===== src/g711_law_compander_pkg.sv =====
// Shared constants and types for the companding converter
package g711_law_compander_pkg;

   // Register byte offsets on the bus
   localparam logic [4:0]  LAW_SELECT_CFG_OFS = 5'h00;
   localparam logic [4:0]  LINEAR_IN_OFS      = 5'h04;
   localparam logic [4:0]  COMPANDED_IN_OFS   = 5'h08;
   localparam logic [4:0]  LINEAR_OUT_OFS     = 5'h0C;
   localparam logic [4:0]  COMPANDED_OUT_OFS  = 5'h10;

   // Field positions and reset values
   localparam int          LAW_MU_BIT         = 0;
   localparam logic        LAW_SELECT_RESET   = 1'b1;
   localparam logic [15:0] RESULT_RESET       = 16'h0000;

   // Segment table constants
   localparam logic [15:0] MU_CLIP            = 16'h1FDE;
   localparam logic [15:0] MU_BIAS            = 16'h0021;
   localparam logic [15:0] MU_DEC_BIAS        = 16'h0084;
   localparam logic [7:0]  MU_MASK_POS        = 8'hFF;
   localparam logic [7:0]  MU_MASK_NEG        = 8'h7F;
   localparam logic [7:0]  A_MASK_POS         = 8'hD5;
   localparam logic [7:0]  A_MASK_NEG         = 8'h55;
   localparam logic [15:0] A_SEG0_ROUND       = 16'h0008;
   localparam logic [15:0] A_SEGN_ROUND       = 16'h0108;

   // Register selection
   typedef enum {
      REG_CFG,
      REG_LIN_IN,
      REG_COMP_IN,
      REG_LIN_OUT,
      REG_COMP_OUT,
      REG_NONE
   } reg_sel_e;

   // Classic bus request from the master
   typedef struct packed {
      logic        cyc;
      logic        stb;
      logic        we;
      logic [31:0] adr;
      logic [3:0]  sel;
      logic [31:0] dat;
   } wb_req_s;

endpackage : g711_law_compander_pkg


===== src/g711_law_compander.sv =====
// Linear to companded and companded to linear converter with a bus slave
// Notes on behaviour
// Converts both directions, mu-law or A-law
// Config bit zero: one mu-law, zero A-law
// Reset selects mu-law
// Linear write yields companded result register
// Companded result holds until next linear write
// Companded write yields linear result register
// Inputs write-only 16-bit; results readable 16-bit
// Standard segment tables; result ready next cycle
`timescale 1ns/1ns

module g711_law_compander
   import g711_law_compander_pkg::*;
(
   // Clock, reset, enable
   input  wire logic        clk_i,
   input  wire logic        rst_i,
   input  wire logic        ce_i,
   // Register bus
   input  wire wb_req_s     wb_req_i,
   output logic             ack_o,
   output logic [31:0]      dat_o,
   // Status
   output logic             law_mu_o
);

   logic        law_mu;
   logic        next_law_mu;
   logic [15:0] companded_out;
   logic [15:0] next_companded;
   logic [15:0] linear_out;
   logic [15:0] next_linear;
   logic        ack;
   logic [31:0] rd_data;
   logic        req;
   logic        commit;
   logic        full_word;
   logic        wr_take;
   logic        wr_cfg;
   logic        wr_lin;
   logic        wr_comp;
   logic        rd_load;
   logic        rd_cfg;
   logic        rd_lin;
   logic        rd_comp;
   reg_sel_e    sel_reg;

   // Address decode
   function automatic reg_sel_e decode(input logic [31:0] adr);
      if (adr[31:5] != 27'h0) begin
         return REG_NONE;
      end else if (adr[4:0] == LAW_SELECT_CFG_OFS) begin
         return REG_CFG;
      end else if (adr[4:0] == LINEAR_IN_OFS) begin
         return REG_LIN_IN;
      end else if (adr[4:0] == COMPANDED_IN_OFS) begin
         return REG_COMP_IN;
      end else if (adr[4:0] == LINEAR_OUT_OFS) begin
         return REG_LIN_OUT;
      end else if (adr[4:0] == COMPANDED_OUT_OFS) begin
         return REG_COMP_OUT;
      end else begin
         return REG_NONE;
      end
   endfunction : decode

   // Segment of a biased mu-law magnitude
   function automatic logic [2:0] mu_segment(input logic [15:0] v);
      logic [2:0] seg;
      seg = 3'h0;
      for (int i = 1; i < 8; i++) begin
         if (v[i + 5]) begin
            seg = 3'(i);
         end
      end
      return seg;
   endfunction : mu_segment

   // Segment of an A-law magnitude
   function automatic logic [2:0] a_segment(input logic [15:0] v);
      logic [2:0] seg;
      seg = 3'h0;
      for (int i = 1; i < 8; i++) begin
         if (v[i + 4]) begin
            seg = 3'(i);
         end
      end
      return seg;
   endfunction : a_segment

   // Mu-law magnitude, clipped and biased
   function automatic logic [15:0] mu_magnitude(input logic [15:0] pcm);
      logic [15:0] v;
      v = {{2{pcm[15]}}, pcm[15:2]};
      if (pcm[15]) begin
         v = 16'(-v);
      end
      if (v > MU_CLIP) begin
         v = MU_CLIP;
      end
      return 16'(v + MU_BIAS);
   endfunction : mu_magnitude

   // A-law magnitude, inverted for negatives
   function automatic logic [15:0] a_magnitude(input logic [15:0] pcm);
      logic [15:0] v;
      v = {{3{pcm[15]}}, pcm[15:3]};
      if (pcm[15]) begin
         v = ~v;
      end
      return v;
   endfunction : a_magnitude

   // Linear to mu-law
   function automatic logic [7:0] mu_encode(input logic [15:0] pcm);
      logic [15:0] v;
      logic [2:0]  seg;
      logic [3:0]  mant;
      v    = mu_magnitude(pcm);
      seg  = mu_segment(v);
      mant = 4'(v >> ({1'b0, seg} + 4'h1));
      return {1'b0, seg, mant} ^ (pcm[15] ? MU_MASK_NEG : MU_MASK_POS);
   endfunction : mu_encode

   // Linear to A-law
   function automatic logic [7:0] a_encode(input logic [15:0] pcm);
      logic [15:0] v;
      logic [2:0]  seg;
      logic [3:0]  mant;
      v    = a_magnitude(pcm);
      seg  = a_segment(v);
      if (seg < 3'h2) begin
         mant = v[4:1];
      end else begin
         mant = 4'(v >> seg);
      end
      return {1'b0, seg, mant} ^ (pcm[15] ? A_MASK_NEG : A_MASK_POS);
   endfunction : a_encode

   // Mu-law to linear
   function automatic logic [15:0] mu_decode(input logic [7:0] code);
      logic [7:0]  u;
      logic [15:0] t;
      u = ~code;
      t = 16'(({8'h00, u[3:0], 3'h0} + MU_DEC_BIAS) << u[6:4]);
      if (u[7]) begin
         return 16'(MU_DEC_BIAS - t);
      end else begin
         return 16'(t - MU_DEC_BIAS);
      end
   endfunction : mu_decode

   // A-law to linear
   function automatic logic [15:0] a_decode(input logic [7:0] code);
      logic [7:0]  a;
      logic [15:0] t;
      a = code ^ A_MASK_NEG;
      t = {8'h00, a[3:0], 4'h0};
      if (a[6:4] == 3'h0) begin
         t = 16'(t + A_SEG0_ROUND);
      end else begin
         t = 16'((t + A_SEGN_ROUND) << (a[6:4] - 3'h1));
      end
      if (a[7]) begin
         return t;
      end else begin
         return 16'(-t);
      end
   endfunction : a_decode

   // Conversion in the selected law
   function automatic logic [7:0] compand(input logic mu, input logic [15:0] pcm);
      if (mu) begin
         return mu_encode(pcm);
      end else begin
         return a_encode(pcm);
      end
   endfunction : compand

   // Expansion in the selected law
   function automatic logic [15:0] expand(input logic mu, input logic [7:0] code);
      if (mu) begin
         return mu_decode(code);
      end else begin
         return a_decode(code);
      end
   endfunction : expand

   // Result placed in a bus word
   function automatic logic [31:0] result_word(input logic [15:0] r);
      return {16'h0000, r};
   endfunction : result_word

   // Bus handshake terms
   assign req       = wb_req_i.cyc && wb_req_i.stb;
   assign commit    = req && ack && ce_i;
   assign full_word = wb_req_i.sel[1:0] == 2'h3;
   assign sel_reg   = decode(wb_req_i.adr);
   assign rd_load   = ce_i && req && !ack;

   // Write strobes, one per writable register
   assign wr_take = commit && wb_req_i.we;
   assign wr_cfg  = wr_take && sel_reg == REG_CFG && wb_req_i.sel[0];
   assign wr_lin  = wr_take && sel_reg == REG_LIN_IN && full_word;
   assign wr_comp = wr_take && sel_reg == REG_COMP_IN && full_word;

   // Read selects
   assign rd_cfg  = sel_reg == REG_CFG;
   assign rd_lin  = sel_reg == REG_LIN_OUT;
   assign rd_comp = sel_reg == REG_COMP_OUT;

   // Registered acknowledge, one per request
   always_ff @(posedge clk_i) begin
      if (rst_i) begin
         ack <= 1'b0;
      end else if (ce_i) begin
         ack <= req && !ack;
      end
   end

   // Next law bit
   always_comb begin
      next_law_mu = law_mu;
      if (wr_cfg) begin
         next_law_mu = wb_req_i.dat[LAW_MU_BIT];
      end
   end

   // Law select register
   always_ff @(posedge clk_i) begin
      if (rst_i) begin
         law_mu <= LAW_SELECT_RESET;
      end else if (ce_i) begin
         law_mu <= next_law_mu;
      end
   end

   // Next companded result, only a linear write changes it
   always_comb begin
      next_companded = companded_out;
      if (wr_lin) begin
         next_companded = {8'h00, compand(law_mu, wb_req_i.dat[15:0])};
      end
   end

   // Companded result register
   always_ff @(posedge clk_i) begin
      if (rst_i) begin
         companded_out <= RESULT_RESET;
      end else if (ce_i) begin
         companded_out <= next_companded;
      end
   end

   // Next linear result, only a companded write changes it
   always_comb begin
      next_linear = linear_out;
      if (wr_comp) begin
         next_linear = expand(law_mu, wb_req_i.dat[7:0]);
      end
   end

   // Linear result register
   always_ff @(posedge clk_i) begin
      if (rst_i) begin
         linear_out <= RESULT_RESET;
      end else if (ce_i) begin
         linear_out <= next_linear;
      end
   end

   // Read data mux, write-only and unmapped read as zero
   always_comb begin
      rd_data = 32'h0000_0000;
      if (rd_cfg) begin
         rd_data = {31'h0000_0000, law_mu};
      end else if (rd_lin) begin
         rd_data = result_word(linear_out);
      end else if (rd_comp) begin
         rd_data = result_word(companded_out);
      end else begin
         rd_data = 32'h0000_0000;
      end
   end

   // Read data register
   always_ff @(posedge clk_i) begin
      if (rst_i) begin
         dat_o <= 32'h0000_0000;
      end else if (rd_load) begin
         dat_o <= rd_data;
      end
   end

   // Bus acknowledge
   assign ack_o    = ack && req;
   // Law in force
   assign law_mu_o = law_mu;

endmodule : g711_law_compander


===== config.mk =====
export PLATFORM = sky130hd
export DESIGN_NAME = g711_law_compander
export DESIGN_NICKNAME = d
export VERILOG_FILES = /design/src/g711_law_compander_pkg.sv /design/src/g711_law_compander.sv
export SDC_FILE = /design/constraint.sdc
export NUM_CORES = 1
export LEC_CHECK = 0
export BUFFER_PORTS_ARGS = -buffer_cell sky130_fd_sc_hd__buf_2
export CORE_MARGIN = 5
export CORE_UTILIZATION = 57
export CTS_CLUSTER_SIZE = 28
export DETAILED_ROUTE_END_ITERATION = 8
export GPL_TIMING_DRIVEN = 0
export PLACE_DENSITY = 0.83
export SLEW_MARGIN = 25
export SYNTH_ARGS = -nofsm -noshare
export SYNTH_HDL_FRONTEND = slang
export SYNTH_SLANG_ARGS = --single-unit

===== constraint.sdc =====
create_clock -name clk_i -period 6.4 [get_ports clk_i]
set_input_delay 0.64 -clock clk_i [delete_from_list [all_inputs] [get_ports clk_i]]
set_output_delay 0.64 -clock clk_i [all_outputs]
set_load 0.01 [all_outputs]

After elaboration in Yosys (flattened, before gate mapping)
Cells that the tools add are included.
W data, S select, Z words.
- add/subtract/negate cells: 10
- $lt $le $gt $ge: 2
- equality and inequality tests: 9
- shift operators: 4
- multiplexer cells: 48
- bitwise logic cells: 5
- reductions and logical operators: 21
- operators with widths (operator ; count):
    $mux W16 ; 17
    $eq A32 B3 Y1 const B ; 2
    $mux W3 ; 21
    $eq A32 B2 Y1 const B ; 1
    $eq A32 B4 Y1 const B ; 1
    $logic_not A32 Y1 ; 1
    $mux W8 ; 4
    $neg A16 Y16 ; 2
    $reduce_bool A27 Y1 ; 1
    $add A16 B6 Y16 const B ; 1
    $gt A16 B13 Y1 const B ; 1
    $not A16 Y16 ; 1
    $shl A10 B3 Y16 ; 1
    $shl A9 B3 Y16 ; 1
    $shr A16 B3 Y4 ; 1
    $shr A16 B4 Y4 ; 1
    $sub A16 B8 Y16 const B ; 1
    $sub A8 B16 Y16 const A ; 1
    $xor A7 B8 Y8 ; 2
    $logic_and A1 B1 Y1 ; 13
    $mux W4 ; 3
    $add A8 B9 Y10 const B ; 1
    $eq A5 B4 Y1 const B ; 2
    $add A7 B8 Y9 const B ; 1
    other kinds (14) ; 18
- register bits after elaboration: 58
- input bits: 74
- output and inout port bits: 34
- logic and storage cells: 104

Logic depth before layout (Yosys ltp)
- depth in word-level cells: 29
- depth in mapped cells: 21
- gate-level depth less buffers: 19

Worst setup path after synthesis
No wires, ideal clock.
- kind: input port to flip-flop
- start: input wb_req_i[2] (netlist bit)
- end: register companded_out[0]
- library setup time: 0.069 ns
- arrival time: 5.469 ns
- required time: 6.331 ns
- slack: 0.862 ns
- stages on the path: 21
- path buffers: 2
- path through: clkbuf_1 inv_1 ha_1 nor4bb_1 or3_1 a222oi_1 and4_1 buf_2 a21oi_4 o211ai_1 ha_1 inv_1 a211oi_2 o21a_2 o311ai_4 a211oi_2 a21oi_1 a21oi_2 nor3_1 or4b_1 o21ai_1
- word-level cells in the longest chain between the ends: 22
- RTL lines (element ; line ; RTL):
    start: declaration ; g711_law_compander.sv:21 ; input wire wb_req_s wb_req_i,
    $neg A16 Y16 ; g711_law_compander.sv:97 ; v = 16'(-v);
    $mux W16 (*) ; g711_law_compander.sv:96 ; if (pcm[15]) begin
    $mux W16 (*) ; g711_law_compander.sv:174 ; if (mu) begin
    $mux W16 (*) ; g711_law_compander.sv:242 ; if (wr_lin) begin
    $gt A16 B13 Y1 ; g711_law_compander.sv:99 ; if (v > MU_CLIP) begin
    $mux W16 (*) ; g711_law_compander.sv:99 ;
    $mux W16 (*) ; g711_law_compander.sv:174 ;
    $mux W16 (*) ; g711_law_compander.sv:242 ;
    $add A16 B6 Y16 (*) ; g711_law_compander.sv:102 ; return 16'(v + MU_BIAS);
    $mux W1 ; g711_law_compander.sv:73 ; if (v[i + 5]) begin
    $mux W3 (6 in series) ; g711_law_compander.sv:73 ;
    $mux W3 ; g711_law_compander.sv:174 ;
    $mux W3 ; g711_law_compander.sv:242 ;
    $add A3 B1 Y4 ; g711_law_compander.sv:122 ; mant = 4'(v >> ({1'b0, seg} + 4'h1));
    $shr A16 B4 Y4 (*) ; g711_law_compander.sv:122 ;
    $xor A7 B8 Y8 (*) ; g711_law_compander.sv:123 ; return {1'b0, seg, mant} ^ (pcm[15] ? MU_MASK_NEG : MU_MASK_POS);
    $mux W8 (*) ; g711_law_compander.sv:174 ;
    end signal: assignment ; g711_law_compander.sv:252 ; companded_out <= next_companded;
    end: declaration ; g711_law_compander.sv:30 ; logic [15:0] companded_out;
Every way passes the cells marked *; elsewhere a longest branch is shown, timed or not. The select of a mux whose other input is x is not followed.
A chain may end at the register's enable or synchronous reset.

Worst setup path in the final report
Ends and elaborated chain as after synthesis.

==> metrics.txt <==
first-pass GRT wire length 27.0 mm; Post-Syn Area 5150 µm²; hold crit path type flop to flop; WP data arrival 6.22 ns; setup TNS 0 ns; cts bufs inserted 5; commonest non-fill, non-tap cell in the layout buf_2; Area Overhead vs Synth 14.0%; die area about 11,000 µm²; core area 8760 µm²; Worst Setup Start Kind input port; fin nets 924; Post-synth EDFFs 0; Ys Warns 0; number of global-route vias before repair 5,653; max_cap viols 0; n_diodes 0; top cell type's share of synthesized area 15.6%; layout cells sized above 1 16.7%; hold slack final 0.456 ns; Synth area leaders dfxtp_1 16%, a21oi_1 5.9%, nor2_1 5.7%, nand2_1 5.0%, mux2i_1 4.5%; max_slew headroom 39.1%; CTS Root Cell clkbuf_8; Clock H-tree levels 2; fmax around 0.17 GHz; Routed Antenna Nets 0; GPL Wtd Cong 1.02; Crit path required time roughly 6.6 ns; First-pass DRT Iterations 5; Final period util 93.5%; placed cell count around 940; routed len/inst between 15 and 20 µm; Die X ~110 µm; Worst-Margin Slew between 0.9 and 1 ns; largest net degree at the start of global routing 13; gr usage total approximately 28%; post-synthesis async set-or-reset flop share 0%; commonest non-fill, non-tap cells in the layout 79 x buf_2, 78 x nor2_1, 69 x nand2_1, 61 x a21oi_1, 42 x o21ai_0; #FFs+latches synth 40; Final Max Slew Viols 0; ys flop type dfxtp_1; PnR worst setup slack approximately 0.42 ns; PortBufs 70; Clock transition at path regs 0.07 ns; pre-CTS setup slack -0.343 ns; worst-path fanout max 10; Crit Path Class input port to flop; Final min period 5.98 ns; Setup violations, final 0; Syn Area/Cell 6.91 µm²; hold violation count in the final report 0; RSZ-0062 raised after global routing false; Initial DRC Count 577; Mapped Cells 745; Cell Rows 34; Routed WL roughly 17 mm; GR Overflow Total 0; vias per inst about 6.5; Pwr Density 148 nW/µm²; post-route insts no fill 947; DR DRC count 0; detailed placement HPWL 13.0 mm; post-synth cell types 90; sequential cell area fraction in the yosys report 15.6%; CTS sink cnt 40; initial antenna violation count 0; Lkg Pwr 2.31 nW; I/O pin cnt 108; Initial Util 58.8%; CP endpoint kind flop; die height 105 µm; Hold Buf Count CTS 0; clk_lat worst skew 0.29 ns; total power 0.870 mW; Yosys top cell by area dfxtp_1; TritonCTS clock tree yes; clock skew between 0.006 and 0.007 ns; status finished clean; Bufs on Longest Clock Path 2; Max IR drop VDD 0.0758 mV; Via Count 6,180
==> layout make-up <==
cell class	instances	area, µm²
Timing Repair Buffer	71	358
Buffer	70	342
Clock buffer	7	96.3
Sequential cell	40	801
Multi-Input combinational cell	630	4030
Tap cell	108	135
Inverter	20	75.1
Fill cell	801	2890
Clock inverter	1	30.0
==> cells by family after synthesis <==
family,count (synthesis),synth area share [%]
multiplexers,27,5.56
buffers and inverters,90,8.09
adder cells (fa/ha/maj),12,2.92
XOR/XNOR,35,6.10
AND/OR/NAND/NOR,299,29.4
other,1,0.0728
flip-flops,40,15.6
AO/OA/AOI/OAI,241,32.3
==> critical path: stages <==
cell and delay [ns]:
buf_2 0.13, clkbuf_1 0.22, inv_1 0.28, ha_2 0.31, nor4b_2 0.44, a31oi_1 0.18
xnor2_1 0.21, clkbuf_1 0.39, nand4_2 0.34, nor3_2 0.38, nor3_1 0.10, ha_1 0.30
inv_1 0.26, a211oi_4 0.10, o21a_2 0.30, nor4b_2 0.20, a211oi_4 0.37, a21oi_1 0.10
nor2_1 0.22, a211oi_1 0.09, or4b_1 0.51, o21ai_1 0.12
==> metrics by stage <==
step           utilization (%)  area [µm²]
3_3_place_gp              64.9        5690
3_5_place_dp              64.9        5690
2_1_floorplan                -        5200
5_1_grt                   67.0        5870
6_report                  67.0        5870
4_1_cts                   66.5        5820
==> flip-flops by register name (all words and copies together) (netlist names) <==
signal         cells
law_mu_o           1
ack                1
dat_o             16
linear_out        14
companded_out      8
==> power by group <==
group | leakage (nW) | switching, mW | internal, mW
Clock | 0.0645 | 0.0847 | 0.137
Combinational | 1.92 | 0.244 | 0.151
Sequential | 0.323 | 0.00153 | 0.251
Total | 2.31 | 0.330 | 0.540
==> synth_stat cells, types with 5 or more instances <==
| cell type | n |
|---|---|
| o31ai_1 | 8 |
| o211ai_1 | 14 |
| o21ai_0 | 42 |
| nand2_1 | 69 |
| and2_1 | 13 |
| or2_2 | 8 |
| o21a_1 | 8 |
| xor2_1 | 12 |
| xnor2_1 | 22 |
| dfxtp_1 | 40 |
| buf_4 | 18 |
| a21oi_1 | 61 |
| mux2i_1 | 23 |
| nor2_1 | 78 |
| ha_1 | 12 |
| nor4_1 | 8 |
| nor2b_1 | 8 |
| clkbuf_1 | 38 |
| and3_1 | 5 |
| o22ai_1 | 5 |
| a31oi_1 | 11 |
| nand3_1 | 27 |
| a41oi_1 | 5 |
| or3_1 | 11 |
| inv_1 | 16 |
| a211oi_1 | 21 |
| nor3_1 | 32 |
| buf_1 | 5 |
| nand2b_1 | 10 |
| a221oi_1 | 9 |
| buf_2 | 9 |
==> final timing paths <==
kind | from | end | slack (ns) | depth (start not counted)
worst min register to register | companded_out[0]$_SDFFE_PP0P_ | companded_out[0]$_SDFFE_PP0P_ | 0.46 | 2
worst max register to register | ack$_SDFFE_PP0P_ | companded_out[2]$_SDFFE_PP0P_ | 3.72 | 9
worst min-delay path | companded_out[0]$_SDFFE_PP0P_ | companded_out[0]$_SDFFE_PP0P_ | 0.46 | 2
worst max-delay path | wb_req_i[2] | companded_out[0]$_SDFFE_PP0P_ | 0.42 | 22
==> repair_timing <==
item	CTS	global route
pin swaps	1	1
resized for setup	0	7
gates cloned	0	0
endpoints found under the setup margin	2	4
buffers inserted	1	0
==> routing by layer <==
metal | routed length, µm | vias up | part of all wire, % | GRT usage [%]
met5 | 0 | - | 0 | 0
met4 | 430 | 0 | 2.6 | 9.22
met3 | 1720 | 52 | 10 | 5.86
met2 | 7460 | 421 | 45 | 46.2
met1 | 6980 | 2790 | 42 | 37.6
li1 | - | 2917 | - | -
Power figures use the tool's default switching activity.
